File: config.mk
export PLATFORM = sky130hd
export DESIGN_NAME = mdac_control
export DESIGN_NICKNAME = d
export VERILOG_FILES = /design/src/rtl/mdac_control.v
export VERILOG_INCLUDE_DIRS = /design/src /design/src/inc
export SDC_FILE = /design/constraint.sdc
export NUM_CORES = 1
export LEC_CHECK = 0
export ABC_AREA = 0
export BUFFER_PORTS_ARGS = -buffer_cell sky130_fd_sc_hd__buf_2
export CORE_MARGIN = 2
export CORE_UTILIZATION = 47
export CTS_CLUSTER_DIAMETER = 150
export DETAILED_ROUTE_END_ITERATION = 16
export GPL_TIMING_DRIVEN = 0
export PLACE_DENSITY = 0.68
export SLEW_MARGIN = 15
export SYNTH_ARGS = -nofsm -noshare
export SYNTH_HDL_FRONTEND = slang
export SYNTH_SLANG_ARGS = --single-unit
File: constraint.sdc
create_clock -name aclk -period 4.85 [get_ports aclk]
set_clock_uncertainty 0.2 [all_clocks]
set_input_delay 0.485 -clock aclk [delete_from_list [all_inputs] [get_ports aclk]]
set_output_delay 0.485 -clock aclk [all_outputs]
set_load 0.005 [all_outputs]
File: src/inc/mdac_regs.vh
// Register map, field positions, reset values and timing counts of the
// multimeter converter control block.
// Assumes inclusion by bare name from the design file.
`ifndef MDAC_REGS_VH
`define MDAC_REGS_VH

// ----------------------------------------------------------------------
// Register byte offsets
// ----------------------------------------------------------------------
`define MDAC_OFS_CLOCK 8'h00
`define MDAC_OFS_CONF 8'h04
`define MDAC_OFS_FUNC 8'h08
`define MDAC_OFS_INIT 8'h0c
`define MDAC_OFS_IE 8'h10
`define MDAC_OFS_IF 8'h14
`define MDAC_OFS_COMB 8'h18
`define MDAC_OFS_LPHP 8'h1c
`define MDAC_OFS_AC1 8'h20
`define MDAC_OFS_AC2 8'h24
`define MDAC_OFS_DCMAX 8'h28
`define MDAC_OFS_DCMIN 8'h2c
`define MDAC_OFS_ACMAX1 8'h30
`define MDAC_OFS_ACMAX2 8'h34
`define MDAC_OFS_ACMIN1 8'h38
`define MDAC_OFS_ACMIN2 8'h3c
`define MDAC_OFS_CLKSTAT 8'h40

// ----------------------------------------------------------------------
// Field positions
// ----------------------------------------------------------------------
`define MDAC_CLK_DEBUG_RUN 8
`define MDAC_CONF_SQRT 7
`define MDAC_CONF_PATH 6
`define MDAC_CONF_PEAK 5
`define MDAC_CONF_MEAN 4
`define MDAC_CONF_MODULE_ENABLE 0
`define MDAC_INIT_PEAK_CLR 9
`define MDAC_INIT_FILT_CLR 8
`define MDAC_INIT_RUN 1

// ----------------------------------------------------------------------
// Reset values and masks
// ----------------------------------------------------------------------
`define MDAC_CLOCK_MASK 16'h0133
`define MDAC_CONF_MASK 16'h3ff1
`define MDAC_FUNC_MASK 16'h007f
`define MDAC_IE_MASK 16'h07ff
`define MDAC_DCMAX_RST 16'h8000
`define MDAC_DCMIN_RST 16'h7fff
`define MDAC_ZERO16 16'h0000

// ----------------------------------------------------------------------
// Timing
// ----------------------------------------------------------------------
// Peak clear lasts 4 us of the 200 MHz clock.
`define MDAC_PEAK_CLR_CYC 10'h320
`define MDAC_FILT_CLR_CYC 5'h10

`endif

File: src/rtl/mdac_control.v
// Control, configuration and event flags of a multimeter converter.
// Assumes an AXI4-Lite master, a filter chain that pulses stage results,
// and a continuity level from the analogue side on another clock.
// Operation
// - Each stage completion sets its own done flag; software clears by writing 1.
// - Comb, lowpass, highpass load while done flag set raises overwrite flag.
// - Averaging and sqrt stages share AC result, each own overwrite flag.
// - Any continuity change sets the continuity flag; write 1 clears it.
// - Conversion continues after an overwrite; new result replaces the old.
// - Overwrite decided from done flag only, not from result reads.
// - Interrupt request high only while an enabled flag is set.
// - Debug-run bit 8 keeps the operating clock running in debug mode.
// - Source field picks one of four clocks; divide ratio depends on source.
// - Clock register writes ignored while module enable is 1.
// - Averaging field selects 256, 512, 1024 or 2048 samples.
// - Oversampling field selects 16 to 16384; codes 0xb-0xf reserved.
// - Sqrt enable routes sqrt outputs to AC result, else averaging outputs.
// - Path select 1 uses lowpass, 0 highpass; shared register holds it.
// - Peak hold stores new max or min; DC 16-bit, AC paired registers.
// - Peak hold off freezes peak registers; peak clear takes 4 us.
// - Mean type 1 averages squares, 0 averages absolute values.
// - Module enable starts and stops the operating clock supply.
// - Filter clear wipes filter state and results; reads 1 while clearing.
// - Run bit starts conversion at 1 and stops it at 0.
// - Peak clear wipes all peak results; reads 1 until done.
//
// Our own choices: the placing of the registers and the AXI4-Lite interface to the registers.
`timescale 1ns/1ps
`default_nettype none
`include "mdac_regs.vh"

module mdac_control (
    input wire aclk,
    input wire aresetn,
    input wire [7:0] s_axi_awaddr,
    input wire [2:0] s_axi_awprot,
    input wire s_axi_awvalid,
    output reg s_axi_awready,
    input wire [31:0] s_axi_wdata,
    input wire [3:0] s_axi_wstrb,
    input wire s_axi_wvalid,
    output reg s_axi_wready,
    output reg [1:0] s_axi_bresp,
    output reg s_axi_bvalid,
    input wire s_axi_bready,
    input wire [7:0] s_axi_araddr,
    input wire [2:0] s_axi_arprot,
    input wire s_axi_arvalid,
    output reg s_axi_arready,
    output reg [31:0] s_axi_rdata,
    output reg [1:0] s_axi_rresp,
    output reg s_axi_rvalid,
    input wire s_axi_rready,
    input wire debug_mode,
    input wire [3:0] osc_running,
    input wire comb_result_valid,
    input wire [15:0] comb_result,
    input wire lowpass_result_valid,
    input wire highpass_result_valid,
    input wire [15:0] filter_result,
    input wire average_result_valid,
    input wire [31:0] average_result,
    input wire sqrt_result_valid,
    input wire [31:0] sqrt_result,
    input wire [4:0] stage_busy,
    input wire ac_mode,
    input wire continuity_in,
    output reg operating_clock_enable,
    output reg [1:0] clock_source_sel,
    output reg [4:0] clock_divide_log2,
    output reg conversion_run,
    output reg filter_clear_active,
    output reg [1:0] average_count_sel,
    output reg [3:0] oversample_ratio_sel,
    output reg sqrt_stage_enable,
    output reg filter_path_select,
    output reg mean_type_select,
    output reg [3:0] function_select,
    output reg [2:0] range_select,
    output reg irq
);

// ------
// Registers
// ------
reg debug_run;
reg [1:0] clock_divide_sel;
reg peak_enable;
reg module_enable;
reg [10:0] irq_enable;
reg [10:0] flags;
reg [15:0] comb_data;
reg [15:0] lphp_data;
reg [31:0] ac_data;
reg [15:0] dc_max;
reg [15:0] dc_min;
reg [31:0] ac_max;
reg [31:0] ac_min;
reg peak_clear;
reg [9:0] peak_count;
reg [4:0] filt_count;
reg cont_meta;
reg cont_sync;
reg cont_prev;
reg [3:0] osc_meta;
reg [3:0] osc_sync;
reg [7:0] wr_addr;
reg [31:0] wr_data;
reg [3:0] wr_strb;
reg have_aw;
reg have_w;

wire [7:0] aw_addr = s_axi_awvalid && s_axi_awready ? s_axi_awaddr
                                                    : wr_addr;
wire aw_ok = have_aw || (s_axi_awvalid && s_axi_awready);
wire w_ok = have_w || (s_axi_wvalid && s_axi_wready);
wire do_write = aw_ok && w_ok && !s_axi_bvalid;
wire [31:0] wd = (s_axi_wvalid && s_axi_wready) ? s_axi_wdata : wr_data;
wire [3:0] ws = (s_axi_wvalid && s_axi_wready) ? s_axi_wstrb : wr_strb;
wire [15:0] wmask = {{8{ws[1]}}, {8{ws[0]}}};
wire [15:0] wv = wd[15:0] & wmask;

wire wr_clock = do_write && aw_addr == `MDAC_OFS_CLOCK;
wire wr_conf = do_write && aw_addr == `MDAC_OFS_CONF;
wire wr_func = do_write && aw_addr == `MDAC_OFS_FUNC;
wire wr_init = do_write && aw_addr == `MDAC_OFS_INIT;
wire wr_ie = do_write && aw_addr == `MDAC_OFS_IE;
wire wr_if = do_write && aw_addr == `MDAC_OFS_IF;

// ------
// Event sources
// ------
// Flag order: 0 comb, 1 lowpass, 2 highpass, 3 average, 4 comb ovr,
// 5 lowpass ovr, 6 highpass ovr, 7 average ovr, 8 sqrt, 9 sqrt ovr,
// 10 continuity.
wire lp_load = lowpass_result_valid && filter_path_select;
wire hp_load = highpass_result_valid && !filter_path_select;
wire av_load = average_result_valid && !sqrt_stage_enable;
wire sq_load = sqrt_result_valid && sqrt_stage_enable;
wire cont_change = cont_sync ^ cont_prev;
wire [10:0] set_ev;
assign set_ev[0] = comb_result_valid;
assign set_ev[1] = lp_load;
assign set_ev[2] = hp_load;
assign set_ev[3] = av_load;
assign set_ev[4] = comb_result_valid && flags[0];
assign set_ev[5] = lp_load && flags[1];
assign set_ev[6] = hp_load && flags[2];
assign set_ev[7] = av_load && flags[3];
assign set_ev[8] = sq_load;
assign set_ev[9] = sq_load && flags[8];
assign set_ev[10] = cont_change;

// ------
// Event flags, one per generate entry
// ------
genvar gi;
generate
    for (gi = 0; gi < 11; gi = gi + 1) begin : g_flag
        always @(posedge aclk) begin
            if (!aresetn || filter_clear_active && gi < 10) begin
                flags[gi] <= 1'b0;
            end else if (set_ev[gi]) begin
                flags[gi] <= 1'b1;
            end else if (wr_if && wv[gi]) begin
                flags[gi] <= 1'b0;
            end
        end
    end
endgenerate

// ------
// Synchronisers for asynchronous inputs
// ------
always @(posedge aclk) begin
    if (!aresetn) begin
        cont_meta <= 1'b0;
        cont_sync <= 1'b0;
        cont_prev <= 1'b0;
        osc_meta <= 4'h0;
        osc_sync <= 4'h0;
    end else begin
        cont_meta <= continuity_in;
        cont_sync <= cont_meta;
        cont_prev <= cont_sync;
        osc_meta <= osc_running;
        osc_sync <= osc_meta;
    end
end

// ------
// Control registers
// ------
always @(posedge aclk) begin
    if (!aresetn) begin
        debug_run <= 1'b0;
        clock_divide_sel <= 2'h0;
        clock_source_sel <= 2'h0;
        average_count_sel <= 2'h0;
        oversample_ratio_sel <= 4'h0;
        sqrt_stage_enable <= 1'b0;
        filter_path_select <= 1'b0;
        peak_enable <= 1'b0;
        mean_type_select <= 1'b0;
        module_enable <= 1'b0;
        function_select <= 4'h0;
        range_select <= 3'h0;
        conversion_run <= 1'b0;
        irq_enable <= 11'h000;
    end else begin
        if (wr_clock && !module_enable) begin
            debug_run <= wv[`MDAC_CLK_DEBUG_RUN];
            clock_divide_sel <= wv[5:4];
            clock_source_sel <= wv[1:0];
        end
        if (wr_conf) begin
            average_count_sel <= wv[13:12];
            if (wv[11:8] <= 4'ha) begin
                oversample_ratio_sel <= wv[11:8];
            end
            sqrt_stage_enable <= wv[`MDAC_CONF_SQRT];
            filter_path_select <= wv[`MDAC_CONF_PATH];
            peak_enable <= wv[`MDAC_CONF_PEAK];
            mean_type_select <= wv[`MDAC_CONF_MEAN];
            module_enable <= wv[`MDAC_CONF_MODULE_ENABLE];
        end
        if (wr_func) begin
            range_select <= wv[6:4];
            function_select <= wv[3:0];
        end
        if (wr_init) begin
            conversion_run <= wv[`MDAC_INIT_RUN];
        end
        if (wr_ie) begin
            irq_enable <= wv[10:0];
        end
    end
end

// ------
// Clock supply, divider code and interrupt output
// ------
always @(posedge aclk) begin
    if (!aresetn) begin
        operating_clock_enable <= 1'b0;
        clock_divide_log2 <= 5'h00;
        irq <= 1'b0;
    end else begin
        operating_clock_enable <= module_enable &&
            (!debug_mode || debug_run);
        // Code follows the written fields in the same edge as the source.
        if (wr_clock && !module_enable) begin
            if (wv[5:4] == 2'h0) begin
                clock_divide_log2 <= 5'h00;
            end else if (wv[1:0] == 2'h0) begin
                clock_divide_log2 <= {3'h0, wv[5:4]};
            end else begin
                clock_divide_log2 <= {3'h0, wv[5:4]} + 5'h01;
            end
        end
        irq <= |(flags & irq_enable);
    end
end

// ----------------------------------------------------------------------
// Filter clear and result registers
// ----------------------------------------------------------------------
always @(posedge aclk) begin
    if (!aresetn) begin
        filter_clear_active <= 1'b0;
        filt_count <= 5'h00;
        comb_data <= `MDAC_ZERO16;
        lphp_data <= `MDAC_ZERO16;
        ac_data <= 32'h00000000;
    end else if (filter_clear_active) begin
        comb_data <= `MDAC_ZERO16;
        lphp_data <= `MDAC_ZERO16;
        ac_data <= 32'h00000000;
        filt_count <= filt_count - 5'h01;
        if (filt_count == 5'h01) begin
            filter_clear_active <= 1'b0;
        end
    end else if (wr_init && wv[`MDAC_INIT_FILT_CLR]) begin
        filter_clear_active <= 1'b1;
        filt_count <= `MDAC_FILT_CLR_CYC;
    end else begin
        if (comb_result_valid) begin
            comb_data <= comb_result;
        end
        if (lp_load || hp_load) begin
            lphp_data <= filter_result;
        end
        if (av_load) begin
            ac_data <= average_result;
        end else if (sq_load) begin
            ac_data <= sqrt_result;
        end
    end
end

// ----------------------------------------------------------------------
// Peak hold
// ----------------------------------------------------------------------
wire dc_new = comb_result_valid && !ac_mode;
wire [31:0] ac_val = av_load ? average_result : sqrt_result;
wire ac_new = (av_load || sq_load) && ac_mode;

always @(posedge aclk) begin
    if (!aresetn) begin
        peak_clear <= 1'b0;
        peak_count <= 10'h000;
        dc_max <= `MDAC_DCMAX_RST;
        dc_min <= `MDAC_DCMIN_RST;
        ac_max <= 32'h00000000;
        ac_min <= 32'h00000000;
    end else if (peak_clear) begin
        peak_count <= peak_count - 10'h001;
        if (peak_count == 10'h001) begin
            peak_clear <= 1'b0;
            dc_max <= `MDAC_DCMAX_RST;
            dc_min <= `MDAC_DCMIN_RST;
            ac_max <= 32'h00000000;
            ac_min <= 32'h00000000;
        end
    end else if (wr_init && wv[`MDAC_INIT_PEAK_CLR]) begin
        peak_clear <= 1'b1;
        peak_count <= `MDAC_PEAK_CLR_CYC;
    end else if (peak_enable) begin
        if (dc_new && $signed(comb_result) > $signed(dc_max)) begin
            dc_max <= comb_result;
        end
        if (dc_new && $signed(comb_result) < $signed(dc_min)) begin
            dc_min <= comb_result;
        end
        if (ac_new && (ac_val > ac_max || ac_max == 32'h0)) begin
            ac_max <= ac_val;
        end
        if (ac_new && (ac_val < ac_min || ac_min == 32'h0)) begin
            ac_min <= ac_val;
        end
    end
end

// ----------------------------------------------------------------------
// AXI4-Lite slave
// ----------------------------------------------------------------------
reg [15:0] rd_val;
reg rd_hit;

always @* begin
    rd_hit = 1'b1;
    rd_val = 16'h0000;
    case (s_axi_araddr)
        `MDAC_OFS_CLOCK: rd_val = {7'h00, debug_run, 2'h0,
                                   clock_divide_sel, 2'h0, clock_source_sel};
        `MDAC_OFS_CONF: rd_val = {2'h0, average_count_sel,
            oversample_ratio_sel, sqrt_stage_enable, filter_path_select,
            peak_enable, mean_type_select, 3'h0, module_enable};
        `MDAC_OFS_FUNC: rd_val = {9'h000, range_select, function_select};
        `MDAC_OFS_INIT: rd_val = {6'h00, peak_clear, filter_clear_active,
                                  6'h00, conversion_run, 1'b0};
        `MDAC_OFS_IE: rd_val = {5'h00, irq_enable};
        `MDAC_OFS_IF: rd_val = {stage_busy, flags};
        `MDAC_OFS_COMB: rd_val = comb_data;
        `MDAC_OFS_LPHP: rd_val = lphp_data;
        `MDAC_OFS_AC1: rd_val = ac_data[15:0];
        `MDAC_OFS_AC2: rd_val = ac_data[31:16];
        `MDAC_OFS_DCMAX: rd_val = dc_max;
        `MDAC_OFS_DCMIN: rd_val = dc_min;
        `MDAC_OFS_ACMAX1: rd_val = ac_max[15:0];
        `MDAC_OFS_ACMAX2: rd_val = ac_max[31:16];
        `MDAC_OFS_ACMIN1: rd_val = ac_min[15:0];
        `MDAC_OFS_ACMIN2: rd_val = ac_min[31:16];
        `MDAC_OFS_CLKSTAT: rd_val = {12'h000, osc_sync};
        default: rd_hit = 1'b0;
    endcase
end

wire aw_known = aw_addr <= `MDAC_OFS_CLKSTAT && aw_addr[1:0] == 2'b00;

always @(posedge aclk) begin
    if (!aresetn) begin
        s_axi_awready <= 1'b0;
        s_axi_wready <= 1'b0;
        s_axi_bvalid <= 1'b0;
        s_axi_bresp <= 2'b00;
        s_axi_arready <= 1'b0;
        s_axi_rvalid <= 1'b0;
        s_axi_rresp <= 2'b00;
        s_axi_rdata <= 32'h00000000;
        have_aw <= 1'b0;
        have_w <= 1'b0;
        wr_addr <= 8'h00;
        wr_data <= 32'h00000000;
        wr_strb <= 4'h0;
    end else begin
        s_axi_awready <= !have_aw && !s_axi_awready && !s_axi_bvalid
                         && s_axi_awvalid;
        s_axi_wready <= !have_w && !s_axi_wready && !s_axi_bvalid
                        && s_axi_wvalid;
        if (s_axi_awvalid && s_axi_awready) begin
            wr_addr <= s_axi_awaddr;
        end
        if (s_axi_wvalid && s_axi_wready) begin
            wr_data <= s_axi_wdata;
            wr_strb <= s_axi_wstrb;
        end
        if (do_write) begin
            have_aw <= 1'b0;
            have_w <= 1'b0;
            s_axi_bvalid <= 1'b1;
            s_axi_bresp <= aw_known ? 2'b00 : 2'b10;
            s_axi_awready <= 1'b0;
            s_axi_wready <= 1'b0;
        end else begin
            have_aw <= aw_ok;
            have_w <= w_ok;
            if (s_axi_bvalid && s_axi_bready) begin
                s_axi_bvalid <= 1'b0;
            end
        end
        s_axi_arready <= !s_axi_arready && !s_axi_rvalid && s_axi_arvalid;
        if (s_axi_arvalid && s_axi_arready) begin
            s_axi_rvalid <= 1'b1;
            s_axi_rdata <= {16'h0000, rd_val};
            s_axi_rresp <= rd_hit ? 2'b00 : 2'b10;
        end else if (s_axi_rvalid && s_axi_rready) begin
            s_axi_rvalid <= 1'b0;
        end
    end
end

endmodule
`default_nettype wire

==> reports/results.ini, run 1 <==
[critical_path]
crit_type=reg2reg
reg2regPathDepth=14
critical-path-top-delay-family=compound AO/OA/AOI/OAI gates
path_cells=nor2b_1 -> clkbuf_1 -> clkbuf_1 -> nand2_1 -> nand2_1 -> ha_1 -> a21oi_1 -> and3b_1 -> a211oi_1 -> a211oi_1 -> o21ai_1 -> a311oi_4 -> buf_6 -> mux2i_1
cp_max_fo=10
worstPathRequired_ns=5.15
max_stage_delay_ns=0.64
crit_path_top_delay_cell=clkbuf_1
start_kind=flip-flop
critPathArrivalTime_ns=4.91
r2r_slack_ns=0.24
r2r-end=ac_min[23]
cp-end-kind=flip-flop
worstReg2RegStart=sqrt_stage_enable
cp_num_buf_inv=3

[placement]
place.gp.congestion=1.01
placed_area_um2=16600
io_buffer_count=199
dp_hpwl_um=43800

[layout]
n_fill_cell=2915
drive_gt1_share_pct=16.2
multi_input_area_um2=8330
register_area_um2=5770
area_delta_synth_final_pct=21.9
final_nets=2327
stdcell_area_um2=18300

[floorplanning]
initial_core_util_pct=47.7
die_w_um=183
ios=246
core_area_um2=31500
num_rows=65
dieArea_um2=33400
die_y_um=183

[yosys]
ys.flop_type=dfxtp_1
ys_seq_area_share_pct=38.4
synth_edf_count=0
async_reset_ff_share_pct=0
syn_avg_cell_area_um2=8.61
ys_types=74
yosys-top-cells-count=dfxtp_1, nand2_1, nor2_1
syn_inst=1743
synth_top_area_cell=dfxtp_1
yosysMostFrequentCell=dfxtp_1
synthTopCellsByArea=dfxtp_1, mux2i_1, ha_1
syn_area_um2=15000
ys_ff_latch=288
synth_top_area_share_pct=38.4
synth_warnings=0

[clock_tree]
cts_setup_buffers=0
cts.sink_count=288
h-tree-depth=1
cts_tree=built
clock_latency_ns=0.59
cts_inserted_buffers=31
clockBufferDepth=3
clk_pin_slew_worst_paths_ns=0.06
clock-root-buffer=clkbuf_16

[sta]
rsz0062_at_grt=no
relSlewSlack_pct=19.5
tns_ns=0
worst_slew_pin_slew_ns=1.20
setup_viol=0
drv_slew=0
period_share_pct=95.0
min_period_ns=4.61
max_freq_ghz=0.217
hold_violations=0

[routing]
vias=14600
drt_wl_total_um=56200
viasPerCell=5.91
routedWlPerCell_um=22.7
drtIter0Drc=1716
drtAntennaViolNets=0
drc=0
dr.pass1.iters=7

[global_routing]
antenna_found_initial=7
grt_pass1_vias=13800
grt_start_max_net_pins=17
overflow=0
grtUsageTotal_pct=33.0
grt_pass1_wl_um=83300

[power]
p_leak_nw=7.88
p_per_area_nw_per_um2=312
ir_worst_vdd_uv=267

[hold_path]
min_path_cells=2
hold_path.class=in2reg
worstHoldEndpoint=dc_max[11]
hold_start=comb_result[11]

[outcome]
outcome=finished, final reports clean

[run]
drv_cap=0

power by group:
group          switching (mW)  internal [mW]  total, mW
Clock                    1.04           1.63       2.67
Combinational           0.335          0.234      0.569
Sequential             0.0426           2.42       2.46
state kept, by name, summed over array words and instances, names as in the netlist, 11 cells and up:
| signal | flops |
|---|---|
| ac_data | 32 |
| ac_max | 32 |
| ac_min | 32 |
| comb_data | 16 |
| dc_max | 16 |
| dc_min | 16 |
| lphp_data | 16 |
| s_axi_rdata | 16 |
| wr_data | 14 |
| flags | 11 |
| irq_enable | 11 |
layer usage:
layer	wire length, µm	track usage [%]	up-vias
met2	24900	53.1	731
met3	4850	5.58	163
met1	23300	43.0	6935
met5	73	0	-
met4	3180	16.3	10
li1	-	-	6809
cell families after synthesis:
kind of cell,count (synthesis),share of synthesized area [%]
simple gates,619,18.6
mux,172,11.5
buf+inv,221,6.63
xor+xnor,2,0.117
compound gates,340,16.4
fa+ha+maj,100,8.33
other cells,1,0.0250
flops,288,38.4
cells in the final DEF, fill, tap and decap left out, types with 18 or more instances in the layout:
| cell type | synthesis | final |
|---|---|---|
| buf_2 | 19 | 218 |
| ha_1 | 100 | 100 |
| a222oi_1 | 24 | 24 |
| a22o_1 | 31 | 31 |
| o21ai_0 | 38 | 38 |
| conb_1 | 1 | 20 |
| nor2_1 | 178 | 178 |
| inv_1 | 115 | 115 |
| a22oi_1 | 52 | 52 |
| nand2_1 | 258 | 258 |
| dlygate4sd3_1 | 0 | 55 |
| a21oi_1 | 81 | 81 |
| clkbuf_1 | 50 | 52 |
| nor4_1 | 20 | 20 |
| clkbuf_16 | 0 | 31 |
| mux2i_1 | 169 | 169 |
| buf_4 | 28 | 28 |
| nand4_1 | 34 | 34 |
| nor3_1 | 18 | 18 |
| dfxtp_1 | 288 | 288 |
| nand3_1 | 30 | 30 |
timing repair:
item,CTS,global route
hold buffers,55,0
gates resized for setup,0,2
hold endpoints to repair,63,0
endpoints found under the setup margin,0,1
cell type report:
cell class,instances,share of cell area [%]
repair buffers,254,8.45
clock inverters,19,1.64
inverters,116,2.38
multi-input cells,1253,45.5
diodes,2,0.0274
plain buffers,105,3.07
flip-flops and latches,288,31.5
well taps,402,2.75
clock buffers,39,4.68
how the worst max path moves through the flow:
stage                       to  slack, ns  depth (start not counted)            startpoint
finish              ac_min[23]       0.24                         14     sqrt_stage_enable
global route        ac_min[22]       0.05                         14     sqrt_stage_enable
CTS                 ac_min[23]       0.14                         14     sqrt_stage_enable
detailed placement  ac_min[23]       0.16                         14     sqrt_stage_enable
global placement     ac_min[2]       0.32                         14     sqrt_stage_enable
floorplan           ac_min[10]       1.45                         14  average_result_valid
metrics by stage:
stage	utilization [%]	instances	power (mW)	setup WS (ns)	hold WS [ns]
floorplan	-	1762	2.81	1.45	0.201
global placement	52.7	2363	3.01	0.315	0.215
detailed placement	52.7	2363	3.03	0.157	0.221
CTS	58.1	2476	5.70	0.135	0.00568
global route	58.1	2476	5.87	0.0515	0.0296
finish	58.1	2478	5.70	0.244	0.0239
(Power assumes the default switching activity.)
==> run 2: changes to the inputs <==
- CORE_UTILIZATION: 47 -> 40
- PLACE_DENSITY: 0.68 -> not set
==> reports/results.ini, run 2 (synthesized netlist as in run 1, its figures left out) <==
[clock_tree]
cts_inserted_buffers=31
h-tree-depth=1
clk_pin_slew_worst_paths_ns=0.06
cts_tree=built
clock_latency_ns=0.57
clockBufferDepth=3
cts.sink_count=288
clock-root-buffer=clkbuf_16

[routing]
viasPerCell=5.70
routedWlPerCell_um=23.0
drc=0
vias=14400
drtIter0Drc=1482
drt_wl_total_um=58100
dr.pass1.iters=7
drtAntennaViolNets=0

[sta]
holdWs_ns=0.0000470
period_share_pct=92.1
min_period_ns=4.47
tns_ns=0
rsz0062_at_grt=no
worst_slew_pin_slew_ns=1.20
max_freq_ghz=0.224
relSlewSlack_pct=20.0
drv_slew=0
hold_violations=0
setup_viol=0

[floorplanning]
core_area_um2=36800
num_rows=70
die_w_um=198
ios=246
dieArea_um2=39100
initial_core_util_pct=40.8
die_y_um=198

[hold_path]
hold_start=comb_result[1]
min_path_cells=2
hold_path.class=in2reg

[critical_path]
start_kind=flip-flop
cp_max_fo=10
max_stage_delay_ns=0.67
crit_type=reg2reg
path_cells=nor2b_1 -> clkbuf_1 -> clkbuf_1 -> nand2_1 -> nand2_1 -> ha_1 -> a21oi_1 -> o21ai_0 -> a21o_1 -> a211oi_1 -> o21ai_1 -> a311oi_4 -> buf_4 -> buf_6 -> mux2i_1
worstReg2RegStart=sqrt_stage_enable
cp-startpoint=sqrt_stage_enable
reg2regPathDepth=15
worstPathRequired_ns=5.14
critPathArrivalTime_ns=4.75
cp-end-kind=flip-flop
crit_path_top_delay_cell=clkbuf_1

[global_routing]
grt_pass1_wl_um=85000
grt_pass1_vias=13600
grt_start_max_net_pins=15
antenna_found_initial=1
grtUsageTotal_pct=29.0
overflow=0

[power]
p_leak_nw=7.75
ir_worst_vdd_uv=241
p_per_area_nw_per_um2=298
total_power_mw=5.38

[layout]
area_delta_synth_final_pct=20.2
drive_gt1_share_pct=16.6
final_nets=2309
final_cell_mix=dfxtp_1, nand2_1, buf_2
final_common_cell=dfxtp_1
largestRegisters=ac_data (32), ac_max (32), ac_min (32)
n_fill_cell=3557

[placement]
dp_hpwl_um=46200
io_buffer_count=199
place.gp.congestion=0.981

[run]
drv_cap=0

[outcome]
outcome=finished, final reports clean

[run 2: stage by stage]
step,utilization [%],cell area (µm²),worst slack [ns],std cells
after floorplan,-,15100,1.45,1762
after global placement,45.3,16700,0.109,2429
after detailed placement,45.3,16700,0.0308,2429
after CTS,49.0,18000,0.00394,2519
after global routing,49.0,18000,0.133,2522
final,49.1,18000,0.384,2523
[run 2: metal layers]
metal	vias to the layer above	global-route usage, %	wire [µm]
li1	6745	-	-
met1	6888	38.3	24200
met2	640	48.6	26900
met3	120	4.38	4930
met4	0	9.58	2100
met5	-	0	0
[run 2: worst paths after layout]
| kind | to | slack, ns |
|---|---|---|
| max | ac_min[1] | 0.38 |
| min | dc_min[1] | 0.00005 |
| max reg2reg | ac_min[1] | 0.38 |
| min reg2reg | cont_sync | 0.23 |
[run 2: cell type report]
type	count	area [µm²]	area share, %
multi-input combinational	1253	8330	46.2
sequential	288	5770	32.0
timing repair buffer	236	1360	7.53
clock buffer	38	852	4.72
tap	468	586	3.25
buffer	105	562	3.11
inverter	116	435	2.41
clock inverter	18	150	0.832
antenna	1	2.50	0.0139
[run 2: report_power, final]
| part | switching, mW | leakage [nW] | internal [mW] |
|---|---|---|---|
| combinational | 0.333 | 4.91 | 0.222 |
| clock | 1.02 | 0.496 | 1.35 |
| sequential | 0.0445 | 2.34 | 2.42 |
[run 2: critical path, delay by kind of cell (launching register included)]
| kind | cells | cell delay [ns] |
|---|---|---|
| flip-flops | 1 | 0.41 |
| multiplexers | 1 | 0.21 |
| AND/OR/NAND/NOR | 3 | 0.48 |
| adder cells (fa/ha/maj) | 1 | 0.30 |
| AO/OA/AOI/OAI | 6 | 1.50 |
| buffers and inverters | 4 | 1.28 |
[run 2: repair_timing]
item / CTS / global route
setup endpoints to repair: 0 / 58
hold buffers: 34 / 0
buffers inserted: 0 / 3
gates resized for setup: 0 / 4
endpoints found under the hold margin: 34 / 0
